**config.mk**
```make
export PLATFORM = sky130hd
export DESIGN_NAME = cls_sequencer
export DESIGN_NICKNAME = d
export VERILOG_FILES = /design/src/core/cls_pkg.sv /design/src/core/cls_sequencer.sv
export SDC_FILE = /design/constraint.sdc
export NUM_CORES = 2
export LEC_CHECK = 0
export BUFFER_PORTS_ARGS = -buffer_cell sky130_fd_sc_hd__clkbuf_2
export CAP_MARGIN = 15
export CORE_ASPECT_RATIO = 1.2
export CORE_MARGIN = 2
export CORE_UTILIZATION = 45
export DETAILED_ROUTE_END_ITERATION = 8
export PLACE_DENSITY = 0.65
export SYNTH_ARGS = -nofsm -noshare
export SYNTH_HDL_FRONTEND = slang
export SYNTH_SLANG_ARGS = --single-unit
```
**constraint.sdc**
```tcl
create_clock -name CLOCK -period 4 [get_ports CLOCK]
set_input_delay 0.4 -clock CLOCK [delete_from_list [all_inputs] [get_ports CLOCK]]
set_output_delay 0.4 -clock CLOCK [all_outputs]
set_load 0.02 [all_outputs]
```
**src/core/cls_pkg.sv**
```systemverilog
// Constants, register map and types of the cut-length run sequencer
package cls_pkg;
  localparam int DATA_W = 32;
  localparam int ADDR_W = 8;
  localparam int CLK_HZ = 100_000_000;
  localparam int HALT_TIMEOUT_MS = 3000;
  localparam int HALT_CYCLES = HALT_TIMEOUT_MS * (CLK_HZ / 1000);
  localparam int SPEED_WINDOW_MS = 1000;
  localparam int SPEED_CYCLES = SPEED_WINDOW_MS * (CLK_HZ / 1000);
  localparam int SPEED_SCALE = 60000 / SPEED_WINDOW_MS;
  localparam int TOT_COUNT = 3;
  localparam logic [13:0] QTY_ENDLESS = 14'h270F;
  localparam int PIN_COUNT = 6;

  localparam logic [7:0] OFS_CTRL = 8'h00;
  localparam logic [7:0] OFS_CMD = 8'h04;
  localparam logic [7:0] OFS_NEXT_JOB = 8'h08;
  localparam logic [7:0] OFS_NEXT_QTY = 8'h0C;
  localparam logic [7:0] OFS_NEXT_LEN = 8'h10;
  localparam logic [7:0] OFS_PRESS_HOLD = 8'h14;
  localparam logic [7:0] OFS_LOADED = 8'h18;
  localparam logic [7:0] OFS_STATUS = 8'h1C;
  localparam logic [7:0] OFS_CUR_JOB = 8'h20;
  localparam logic [7:0] OFS_CUR_QTY = 8'h24;
  localparam logic [7:0] OFS_CUR_LEN = 8'h28;
  localparam logic [7:0] OFS_REMAIN = 8'h2C;
  localparam logic [7:0] OFS_PAST_SHEAR = 8'h30;
  localparam logic [7:0] OFS_SPEED = 8'h34;
  localparam logic [7:0] OFS_TOT_LEN = 8'h38;
  localparam logic [7:0] OFS_TOT_PCS = 8'h3C;

  localparam int CTRL_REMOTE = 0;
  localparam int CTRL_CONTINUE = 1;
  localparam int CTRL_LINE_RUN = 2;
  localparam int CTRL_METRIC = 3;
  localparam int CTRL_FLYING = 4;
  localparam int CTRL_PUNCH = 5;
  localparam int CTRL_TOT_VIEW = 6;
  localparam logic [6:0] CTRL_RESET = 7'h00;

  localparam int CMD_INC_QTY = 0;
  localparam int CMD_CONFIRM = 1;
  localparam int CMD_CLEAR = 2;
  localparam int CMD_NEXT = 3;
  localparam int CMD_NOW = 4;

  localparam int SB_HALTED = 0;
  localparam int SB_RUN = 1;
  localparam int SB_LINGER = 2;
  localparam int SB_FWD = 3;
  localparam int SB_RUN_OUT = 4;
  localparam int SB_PRESS = 5;
  localparam int SB_PENDING = 6;
  localparam int SB_METRIC = 7;
  localparam int SB_TOT_SEL = 8;

  localparam logic [15:0] PRESS_HOLD_RESET = 16'h0064;

  typedef enum logic [2:0] {
    ST_HALT = 3'b001,
    ST_RUN = 3'b010,
    ST_LINGER = 3'b100
  } cls_state_t;

  typedef struct packed {
    logic [9:0] num;
    logic [13:0] qty;
    logic [31:0] len;
  } cls_job_t;
endpackage

```
**src/core/cls_sequencer.sv**
```systemverilog
// Run-control sequencer: run/halt, piece countdown, job change, totalizers
//
// Design decisions made here: the placing of the registers and register access over Avalon-MM.
`timescale 1ns/1ps
module cls_sequencer
  import cls_pkg::*;
#(
  parameter int HALT_WAIT = HALT_CYCLES,
  parameter int SPEED_WAIT = SPEED_CYCLES
) (
  input wire logic CLOCK,
  input wire logic RST_N,
  input wire logic [ADDR_W-1:0] AVS_ADDRESS,
  input wire logic AVS_READ,
  input wire logic AVS_WRITE,
  input wire logic [DATA_W-1:0] AVS_WRITEDATA,
  input wire logic [3:0] AVS_BYTEENABLE,
  output logic [DATA_W-1:0] AVS_READDATA,
  output logic AVS_WAITREQUEST,
  input wire logic RUN_SWITCH,
  input wire logic RUN_CONTACT,
  input wire logic CYCLE_SWITCH,
  input wire logic ENC_STEP,
  input wire logic MOTION,
  input wire logic STROKE_BOTTOM,
  output logic FORWARD_OUT,
  output logic RUN_OUT,
  output logic PRESS_OUT
);

  function automatic logic [31:0] be_merge(input logic [31:0] old_v,
      input logic [31:0] new_v, input logic [3:0] be);
    logic [31:0] r;
    r = old_v;
    for (int i = 0; i < 4; i++) begin
      if (be[i]) begin
        r[i*8 +: 8] = new_v[i*8 +: 8];
      end
    end
    return r;
  endfunction

  // Pin synchronisers; a level counts once stages two and three agree
  logic [PIN_COUNT-1:0] pins;
  logic [PIN_COUNT-1:0] sync1_reg, sync2_reg, sync3_reg, filt_reg, prev_reg;
  logic [PIN_COUNT-1:0] rise, fall;
  assign pins = {STROKE_BOTTOM, MOTION, ENC_STEP, CYCLE_SWITCH, RUN_CONTACT,
                 RUN_SWITCH};

  always_ff @(posedge CLOCK or negedge RST_N) begin
    if (!RST_N) begin
      sync1_reg <= '0;
      sync2_reg <= '0;
      sync3_reg <= '0;
      filt_reg <= '0;
      prev_reg <= '0;
    end else begin
      sync1_reg <= pins;
      sync2_reg <= sync1_reg;
      sync3_reg <= sync2_reg;
      filt_reg <= (~(sync2_reg ^ sync3_reg) & sync3_reg) |
                  ((sync2_reg ^ sync3_reg) & filt_reg);
      prev_reg <= filt_reg;
    end
  end

  assign rise = filt_reg & ~prev_reg;
  assign fall = ~filt_reg & prev_reg;

  // Avalon slave: one wait cycle, then the access completes
  logic wait_reg;
  logic [DATA_W-1:0] rdata_reg, rdata_next;
  logic wr_go;
  logic [6:0] ctrl_reg;
  logic [9:0] nx_job_reg;
  logic [13:0] nx_qty_reg;
  logic [31:0] nx_len_reg;
  logic [15:0] press_hold_reg;
  logic [7:0] loaded_reg;
  logic [4:0] cmd;

  assign wr_go = AVS_WRITE && !wait_reg;
  assign cmd = (wr_go && AVS_ADDRESS == OFS_CMD) ?
               (AVS_WRITEDATA[4:0] & {5{AVS_BYTEENABLE[0]}}) : 5'h00;

  always_ff @(posedge CLOCK or negedge RST_N) begin
    if (!RST_N) begin
      wait_reg <= 1'b1;
      rdata_reg <= '0;
    end else if ((AVS_READ || AVS_WRITE) && wait_reg) begin
      wait_reg <= 1'b0;
      rdata_reg <= AVS_READ ? rdata_next : '0;
    end else begin
      wait_reg <= 1'b1;
    end
  end

  assign AVS_WAITREQUEST = wait_reg;
  assign AVS_READDATA = rdata_reg;

  // Settings registers
  always_ff @(posedge CLOCK or negedge RST_N) begin
    if (!RST_N) begin
      ctrl_reg <= CTRL_RESET;
      nx_job_reg <= '0;
      nx_qty_reg <= '0;
      nx_len_reg <= '0;
      press_hold_reg <= PRESS_HOLD_RESET;
    end else if (wr_go) begin
      unique case (AVS_ADDRESS)
        OFS_CTRL: ctrl_reg <= 7'(be_merge({25'h0, ctrl_reg}, AVS_WRITEDATA,
                                        AVS_BYTEENABLE));
        OFS_NEXT_JOB: nx_job_reg <= 10'(be_merge({22'h0, nx_job_reg},
                                        AVS_WRITEDATA, AVS_BYTEENABLE));
        OFS_NEXT_QTY: nx_qty_reg <= 14'(be_merge({18'h0, nx_qty_reg},
                                        AVS_WRITEDATA, AVS_BYTEENABLE));
        OFS_NEXT_LEN: nx_len_reg <= be_merge(nx_len_reg, AVS_WRITEDATA,
                                        AVS_BYTEENABLE);
        OFS_PRESS_HOLD: press_hold_reg <= 16'(be_merge({16'h0,
                          press_hold_reg}, AVS_WRITEDATA, AVS_BYTEENABLE));
        default: ;
      endcase
    end
  end

  // Sequencer state
  cls_state_t state_reg, state_next;
  cls_job_t cur_reg, pend_reg;
  logic pend_valid_reg, now_reg, skip_reg, hold_move_reg, manual_reg;
  logic stroke_wait_reg, keep_move;
  logic [13:0] remain_reg;
  logic [31:0] past_reg, halt_cnt_reg, win_cnt_reg, step_cnt_reg, speed_reg;
  logic [15:0] press_cnt_reg;
  logic press_busy, start_req, halt_req, auto_cut, manual_cut, bottom;
  logic job_done, switch_now, cont_ok, load_pend, halt_evt;
  logic flying, punch, linger_end;
  logic [31:0] len_add;

  assign flying = ctrl_reg[CTRL_FLYING];
  assign punch = ctrl_reg[CTRL_PUNCH];
  assign press_busy = press_cnt_reg != 16'h0000;
  assign start_req = rise[0] || (ctrl_reg[CTRL_REMOTE] && rise[1]);
  assign halt_req = fall[1];
  // Auto cut in run and in linger alike
  // Next stroke waits for the last bottom; a dead bottom input stalls cuts
  assign auto_cut = (state_reg != ST_HALT) && !press_busy &&
                    !stroke_wait_reg && cur_reg.len != 32'h0 &&
                    past_reg >= cur_reg.len;
  assign manual_cut = rise[2] && !press_busy && !stroke_wait_reg &&
                      (state_reg == ST_HALT || flying);
  assign bottom = rise[5];
  assign job_done = auto_cut && !skip_reg && cur_reg.qty != QTY_ENDLESS &&
                    remain_reg == 14'h0001;
  // Loaded parts of the old job go out before the switch
  assign switch_now = auto_cut && pend_valid_reg && now_reg &&
                      loaded_reg <= 8'h01;
  assign cont_ok = ctrl_reg[CTRL_CONTINUE] && pend_valid_reg &&
                   pend_reg.num == cur_reg.num + 10'h001;
  assign load_pend = (state_reg == ST_HALT && start_req && pend_valid_reg) ||
                     switch_now || (job_done && pend_valid_reg);
  assign halt_evt = (switch_now && punch) ||
                    (job_done && !switch_now && !cont_ok);
  assign linger_end = !filt_reg[4] ||
                      halt_cnt_reg >= 32'(HALT_WAIT - 1);

  always_comb begin
    state_next = state_reg;
    unique case (state_reg)
      ST_HALT: begin
        if (start_req) begin
          state_next = ST_RUN;
        end
      end
      ST_RUN: begin
        if (halt_req || halt_evt) begin
          state_next = ST_LINGER;
        end
      end
      ST_LINGER: begin
        if (linger_end) begin
          state_next = ST_HALT;
        end
      end
      default: state_next = ST_HALT;
    endcase
  end

  always_ff @(posedge CLOCK or negedge RST_N) begin
    if (!RST_N) begin
      state_reg <= ST_HALT;
      halt_cnt_reg <= '0;
    end else begin
      state_reg <= state_next;
      if (state_reg != ST_LINGER) begin
        halt_cnt_reg <= '0;
      end else begin
        halt_cnt_reg <= halt_cnt_reg + 32'h1;
      end
    end
  end

  // Movement outputs; a press under way at the halt from run keeps them up
  // Hold counts in the halt cycle itself, so no one-cycle gap
  assign keep_move = press_busy && (hold_move_reg ||
                     (state_reg == ST_RUN && state_next == ST_LINGER));

  always_ff @(posedge CLOCK or negedge RST_N) begin
    if (!RST_N) begin
      hold_move_reg <= 1'b0;
      FORWARD_OUT <= 1'b0;
      RUN_OUT <= 1'b0;
    end else begin
      if (state_reg == ST_RUN && state_next == ST_LINGER && press_busy) begin
        hold_move_reg <= 1'b1;
      end else if (!press_busy) begin
        hold_move_reg <= 1'b0;
      end
      FORWARD_OUT <= state_next == ST_RUN || keep_move;
      RUN_OUT <= state_next == ST_RUN || keep_move ||
                 (state_next == ST_LINGER &&
                  !ctrl_reg[CTRL_LINE_RUN]);
    end
  end

  // Press timing: output stands for the programmed hold time, one clock when the setting is zero
  always_ff @(posedge CLOCK or negedge RST_N) begin
    if (!RST_N) begin
      press_cnt_reg <= '0;
      PRESS_OUT <= 1'b0;
      manual_reg <= 1'b0;
      stroke_wait_reg <= 1'b0;
    end else begin
      if (auto_cut || manual_cut) begin
        stroke_wait_reg <= 1'b1;
      end else if (bottom) begin
        stroke_wait_reg <= 1'b0;
      end
      if (auto_cut || manual_cut) begin
        press_cnt_reg <= (press_hold_reg == 16'h0) ? 16'h0001 :
                         press_hold_reg;
        manual_reg <= manual_cut;
        PRESS_OUT <= 1'b1;
      end else if (press_busy) begin
        press_cnt_reg <= press_cnt_reg - 16'h0001;
        PRESS_OUT <= press_cnt_reg != 16'h0001;
      end
    end
  end

  // Flying die keeps the overrun; other strokes reference to zero
  assign len_add = (!manual_reg && flying) ? cur_reg.len : past_reg;

  always_ff @(posedge CLOCK or negedge RST_N) begin
    if (!RST_N) begin
      past_reg <= '0;
    end else if (bottom) begin
      if (!manual_reg && flying) begin
        past_reg <= past_reg - cur_reg.len + {31'h0, rise[3]};
      end else begin
        past_reg <= {31'h0, rise[3]};
      end
    end else if (rise[3]) begin
      past_reg <= past_reg + 32'h1;
    end
  end

  // Job bookkeeping; a new next-job command beats the load
  always_ff @(posedge CLOCK or negedge RST_N) begin
    if (!RST_N) begin
      cur_reg <= '0;
      pend_reg <= '0;
      pend_valid_reg <= 1'b0;
      now_reg <= 1'b0;
      remain_reg <= '0;
      skip_reg <= 1'b0;
      loaded_reg <= '0;
    end else begin
      if (load_pend) begin
        cur_reg <= pend_reg;
        remain_reg <= pend_reg.qty;
        pend_valid_reg <= 1'b0;
      end else if (state_reg == ST_HALT && start_req &&
                   remain_reg == 14'h0) begin
        remain_reg <= cur_reg.qty;
      end else if (auto_cut && !skip_reg && cur_reg.qty != QTY_ENDLESS &&
                   remain_reg != 14'h0) begin
        remain_reg <= remain_reg - 14'h0001;
      end
      if (cmd[CMD_NEXT]) begin
        pend_reg <= '{num: nx_job_reg, qty: nx_qty_reg, len: nx_len_reg};
        pend_valid_reg <= 1'b1;
        now_reg <= cmd[CMD_NOW];
      end
      if (cmd[CMD_INC_QTY]) begin
        skip_reg <= 1'b1;
      end else if (auto_cut) begin
        skip_reg <= 1'b0;
      end
      if (wr_go && AVS_ADDRESS == OFS_LOADED) begin
        loaded_reg <= AVS_WRITEDATA[7:0];
      end else if (auto_cut && loaded_reg != 8'h00) begin
        loaded_reg <= loaded_reg - 8'h01;
      end
    end
  end

  // Totalizers: every stroke books length, auto cuts add a piece
  logic [31:0] tot_len_reg [TOT_COUNT];
  logic [31:0] tot_pcs_reg [TOT_COUNT];
  logic [1:0] tot_sel_reg;
  logic tot_view;
  assign tot_view = ctrl_reg[CTRL_TOT_VIEW];

  always_ff @(posedge CLOCK or negedge RST_N) begin
    if (!RST_N) begin
      tot_sel_reg <= '0;
      for (int i = 0; i < TOT_COUNT; i++) begin
        tot_len_reg[i] <= '0;
        tot_pcs_reg[i] <= '0;
      end
    end else begin
      if (tot_view && cmd[CMD_CONFIRM]) begin
        tot_sel_reg <= (tot_sel_reg == 2'(TOT_COUNT - 1)) ? 2'h0 :
                       tot_sel_reg + 2'h1;
      end
      for (int i = 0; i < TOT_COUNT; i++) begin
        // Clear then add, so no increment is lost in the clear cycle
        tot_len_reg[i] <= ((tot_view && cmd[CMD_CLEAR] &&
                            tot_sel_reg == 2'(i)) ? 32'h0 : tot_len_reg[i])
                          + (bottom ? len_add : 32'h0);
        tot_pcs_reg[i] <= ((tot_view && cmd[CMD_CLEAR] &&
                            tot_sel_reg == 2'(i)) ? 32'h0 : tot_pcs_reg[i])
                          + {31'h0, auto_cut};
      end
    end
  end

  // Line speed per minute from encoder steps in a fixed window
  always_ff @(posedge CLOCK or negedge RST_N) begin
    if (!RST_N) begin
      win_cnt_reg <= '0;
      step_cnt_reg <= '0;
      speed_reg <= '0;
    end else if (win_cnt_reg >= 32'(SPEED_WAIT - 1)) begin
      win_cnt_reg <= '0;
      step_cnt_reg <= {31'h0, rise[3]};
      speed_reg <= 32'(step_cnt_reg * SPEED_SCALE);
    end else begin
      win_cnt_reg <= win_cnt_reg + 32'h1;
      step_cnt_reg <= step_cnt_reg + {31'h0, rise[3]};
    end
  end

  // Read mux; unmapped offsets read zero
  always_comb begin
    rdata_next = '0;
    unique case (AVS_ADDRESS)
      OFS_CTRL: rdata_next = {25'h0, ctrl_reg};
      OFS_NEXT_JOB: rdata_next = {22'h0, nx_job_reg};
      OFS_NEXT_QTY: rdata_next = {18'h0, nx_qty_reg};
      OFS_NEXT_LEN: rdata_next = nx_len_reg;
      OFS_PRESS_HOLD: rdata_next = {16'h0, press_hold_reg};
      OFS_LOADED: rdata_next = {24'h0, loaded_reg};
      OFS_STATUS: begin
        rdata_next[SB_HALTED] = state_reg == ST_HALT;
        rdata_next[SB_RUN] = state_reg == ST_RUN;
        rdata_next[SB_LINGER] = state_reg == ST_LINGER;
        rdata_next[SB_FWD] = FORWARD_OUT;
        rdata_next[SB_RUN_OUT] = RUN_OUT;
        rdata_next[SB_PRESS] = PRESS_OUT;
        rdata_next[SB_PENDING] = pend_valid_reg;
        rdata_next[SB_METRIC] = ctrl_reg[CTRL_METRIC];
        rdata_next[SB_TOT_SEL +: 2] = tot_sel_reg;
      end
      OFS_CUR_JOB: rdata_next = {22'h0, cur_reg.num};
      OFS_CUR_QTY: rdata_next = {18'h0, cur_reg.qty};
      OFS_CUR_LEN: rdata_next = cur_reg.len;
      OFS_REMAIN: rdata_next = {18'h0, remain_reg};
      OFS_PAST_SHEAR: rdata_next = past_reg;
      OFS_SPEED: rdata_next = speed_reg;
      OFS_TOT_LEN: rdata_next = tot_len_reg[tot_sel_reg];
      OFS_TOT_PCS: rdata_next = tot_pcs_reg[tot_sel_reg];
      default: rdata_next = '0;
    endcase
  end

endmodule

```
==> results by group <==
Outcome
  – Outcome: complete, no violations

Setup path
  – Start of the worst register-to-register path: past_reg[27]
  – CP Depth: 18
  – Cell with the most instances on the worst path: sky130_fd_sc_hd__nand2_2
  – Data arrival at the endpoint of the critical path: around 4.5 ns
  – Cell class contributing the biggest share of worst-path delay: simple AND/OR/NAND/NOR gates
  – Required time at the worst-slack endpoint: between 4 and 5 ns
  – Startpoint class of the critical path: flip-flop
  – Length in cells of the worst reg-to-reg path: 18
  – List of cells traversed by the critical path: ha_4, nand4_1, nor3_2, nand4_1, o221a_4, o31ai_4, nand2_2, clkinvlp_4, ha_4, and4_1, nand2_1, nor2_2, nand2_2, nor2_4, nand2_2, or3_4, or3_1, a21oi_1
  – Largest fanout on the critical path: 5
  – Critical setup path kind: reg2reg
  – Crit Reg-Reg Endpoint: tot_pcs_reg[63]
  – Max stage delay cell, worst path: sky130_fd_sc_hd__dfrtp_1
  – Slowest stage delay, CP: 0.42 ns
  – Number of buffer and inverter instances along the worst setup path: 1
  – Reg2Reg Setup Slack: ~0.010 ns
  – Critical Path End Type: flip-flop

Detailed routing
  – Antenna Violating Nets Remaining: 0
  – Total wire length: roughly 130,000 um
  – First DRT Iteration DRCs: between 2,000 and 3,000
  – DRC violations left: 0
  – Initial DRT Pass Iterations: 9
  – Routed wirelength normalized by instance count: around 21 um
  – Via count: ~34,000
  – Routed vias/inst: roughly 5.8

Finish
  – Share of layout cells above drive strength 1: around 22%
  – Area growth from synthesis to final layout: 22.6%
  – Sequential cell area in the final layout: approximately 0.016 mm^2
  – Cell area after layout: 0.0486 mm^2
  – Area taken by multi-input logic gates: 0.0233 mm^2
  – Number of inserted filler cells in the final layout: between 7,000 and 8,000
  – Final Net Count: between 5,000 and 6,000
  – Layout Utilization: 55.5%

Power
  – Seq pwr share: about two fifths
  – Leakage: 23.1 nW
  – Maximum vdd drop: 0.390 mV
  – Clock share of power: roughly two fifths
  – Combinational share of power: between 10% and 20%
  – Total Power Consumption: 17.7 mW
  – Sw power: 5.11 mW
  – Switching share of power: 28.8%
  – P_int: 12.6 mW
  – Cell area power density: 365 mW/mm^2

Min path
  – Hold Path End: nx_len_reg[26]
  – Type of the most critical hold path: in2reg
  – Number of cells traversed by the worst hold path: 2
  – Startpoint of the most critical hold path: AVS_WRITEDATA[26]

Global routing
  – Global-route wire length before repair: 192,000 um
  – All-layer global routing usage: 27.6%
  – Number of global-route vias before repair: around 33,000
  – Overflow left after global routing: 0
  – Number of antenna violations at the first check in global routing: 5
  – Maximum number of pins on one net before global-route repair: between 100 and 150

Logic synthesis
  – Total of flip-flops plus latches after synthesis: approximately 650
  – Part of the Yosys area used for sequential elements: 41.3%
  – Warnings, synthesis: 0
  – Syn avg cell area: between 9 and 10 um^2
  – Count of different cell masters after synthesis: 86
  – Leading area contributor after synthesis: sky130_fd_sc_hd__dfrtp_1
  – Most frequent cells after synthesis: 648 x sky130_fd_sc_hd__dfrtp_1, 480 x sky130_fd_sc_hd__nand2_1, 379 x sky130_fd_sc_hd__nor2_1, 262 x sky130_fd_sc_hd__a21oi_1, 229 x sky130_fd_sc_hd__ha_1
  – Most repeated cell in the gate-level netlist after synthesis: sky130_fd_sc_hd__dfrtp_1
  – Share of flip-flops with an asynchronous set or reset after synthesis: 100%
  – Fraction of post-synthesis cell area in the top cell type by area: between 40% and 50%
  – Number of instances in the synthesized netlist: about 4,100
  – Primary flip-flop cell chosen by synthesis mapping: sky130_fd_sc_hd__dfrtp_1
  – Area of the mapped netlist: a little under 0.04 mm^2
  – Cell types with the largest area share after synthesis: sky130_fd_sc_hd__dfrtp_1 41%, sky130_fd_sc_hd__ha_1 7.2%, sky130_fd_sc_hd__nand2_1 4.5%
  – Post-synth EDFFs: 0

Timing
  – Final worst-path cycle share: ~100%
  – Final number of hold-violating endpoints: 0
  – RSZ-0062 raised after global routing: yes
  – Hold_ws: approximately 0.055 ns
  – Rel. slew slack: 17.9%
  – Count of pins over their slew limit: 0
  – Time the worst path needs with I/O delays and setup: 3.99 ns
  – Final Setup Violations: 0
  – Maximum achievable frequency: roughly 250 MHz
  – Clock tree skew after final layout: around 0.042 ns
  – Measured slew at the worst slew-check pin: 1.23 ns

Floorplan
  – Area of the core: a little under 0.09 mm^2
  – Number of placement rows: between 100 and 150
  – Horiz. Die Dim: ~270 um
  – Total Die Area: ~0.090 mm^2
  – Initial standard-cell utilization of the core: between 40% and 50%
  – Number of ports placed on the die boundary: 90
  – Die boundary height: approximately 330 um

Placement
  – Port Buffers: 89
  – Routability cong.: ~0.99
  – Sum of net half-perimeters after detailed placement: 94,000 um
  – Cell Area, Placed: ~0.045 mm^2

Clock network
  – Clock tree buffer depth: 3
  – TritonCTS buffer count: 74
  – TritonCTS clock tree: done
  – Clock transition at the register clock pins on the worst setup and hold paths after CTS: 0.07 ns
  – H-tree levels: 3
  – Insertion delay of the later-clocked pin in the worst-skew pair: ~0.66 ns
  – Clock tree root buffer cell: sky130_fd_sc_hd__clkbuf_16
  – Sink count of the clock tree: between 600 and 700

Job
  – Total of max-cap violations: 0
-- worst reg2reg max path, cell delays in order, from the launching register on --
cell	delay, ns
sky130_fd_sc_hd__dfrtp_1	0.42
sky130_fd_sc_hd__ha_4	0.29
sky130_fd_sc_hd__nand4_1	0.17
sky130_fd_sc_hd__nor3_2	0.23
sky130_fd_sc_hd__nand4_1	0.25
sky130_fd_sc_hd__o221a_4	0.32
sky130_fd_sc_hd__o31ai_4	0.07
sky130_fd_sc_hd__nand2_2	0.12
sky130_fd_sc_hd__clkinvlp_4	0.23
sky130_fd_sc_hd__ha_4	0.20
sky130_fd_sc_hd__and4_1	0.22
sky130_fd_sc_hd__nand2_1	0.07
sky130_fd_sc_hd__nor2_2	0.13
sky130_fd_sc_hd__nand2_2	0.10
sky130_fd_sc_hd__nor2_4	0.14
sky130_fd_sc_hd__nand2_2	0.07
sky130_fd_sc_hd__or3_4	0.38
sky130_fd_sc_hd__or3_1	0.32
sky130_fd_sc_hd__a21oi_1	0.14
-- cell families (layout without fill, tap and decap cells) --
family	Yosys count	after routing	synth area share, %
AND/OR/NAND/NOR	1427	1427	16.9
AO/OA/AOI/OAI	922	922	14.8
flip-flops	653	653	41.3
XOR/XNOR	342	342	7.56
adder cells (fa/ha/maj)	308	308	11.1
buffers and inverters	264	844	2.63
multiplexers	209	209	5.72
other	1	8	0.00946
-- through the flow --
stage / setup WS [ns] / cells / setup TNS, ns
finish: 0.0105 / 5862 / 0
global route: -0.178 / 5862 / -2.28
CTS: -0.00736 / 5842 / -0.00861
detailed placement: -0.479 / 5690 / -11.66
global placement: -0.438 / 5690 / -7.59
floorplan: -0.202 / 4130 / -0.601
-- timing repair --
action / CTS / global route
endpoints found under the hold margin: 104 / 0
buffers inserted: 3 / 17
hold buffers: 19 / 0
resized for setup: 35 / 114
pin swaps: 14 / 44
setup endpoints to repair: 48 / 70
-- worst max path at each step --
stage / startpoint / end
floorplan: AVS_ADDRESS[3] / tot_len_reg[94]
global placement: AVS_ADDRESS[3] / tot_len_reg[95]
detailed placement: AVS_ADDRESS[3] / tot_len_reg[95]
CTS: AVS_WAITREQUEST / tot_len_reg[28]
global route: past_reg[27] / tot_pcs_reg[63]
finish: past_reg[27] / tot_pcs_reg[63]
-- area by class of cell --
| type | instances | share of cell area [%] |
|---|---|---|
| Clock inverter | 31 | 0.762 |
| Tap cell | 1149 | 2.96 |
| Antenna cell | 3 | 0.0155 |
| Multi-Input combinational cell | 3213 | 48.0 |
| Clock buffer | 99 | 4.34 |
| Inverter | 113 | 0.881 |
| Sequential cell | 653 | 33.7 |
| Timing Repair Buffer | 601 | 9.32 |
-- placed cells by master (no fill, tap or decap), types with 55 or more instances in the layout --
cell type and count:
sky130_fd_sc_hd__and2_1 112, sky130_fd_sc_hd__dfrtp_1 638, sky130_fd_sc_hd__xnor2_1 168, sky130_fd_sc_hd__inv_1 105, sky130_fd_sc_hd__mux2i_1 68, sky130_fd_sc_hd__mux2_2 141
sky130_fd_sc_hd__nand3_1 118, sky130_fd_sc_hd__and3_1 55, sky130_fd_sc_hd__fa_1 67, sky130_fd_sc_hd__clkbuf_16 76, sky130_fd_sc_hd__xor2_1 171, sky130_fd_sc_hd__nand2_1 471
sky130_fd_sc_hd__clkbuf_2 88, sky130_fd_sc_hd__a21oi_1 243, sky130_fd_sc_hd__buf_4 475, sky130_fd_sc_hd__ha_1 193, sky130_fd_sc_hd__o21ai_0 185, sky130_fd_sc_hd__a21o_1 69
sky130_fd_sc_hd__nor2_1 359
-- power groups by stage --
stage,combinational (mW),clock [mW],sequential [mW]
final,3.38,7.06,7.30
after global routing,3.71,7.46,7.33
after CTS,3.29,7.17,7.29
after detailed placement,3.23,0,7.40
after global placement,3.18,0,7.40
after floorplan,2.03,0,7.33
-- routing by layer --
metal | share of wire (%) | vias up | track usage, % | wire length [um]
li1 | - | 15600 | - | -
met1 | 39 | 16600 | 33.1 | 48900
met2 | 48 | 1150 | 45.6 | 59900
met3 | 6.2 | 389 | 4.61 | 7750
met4 | 7.2 | 2 | 18.1 | 9010
met5 | 0.011 | - | 0 | 14
(Power assumes the default switching activity.)
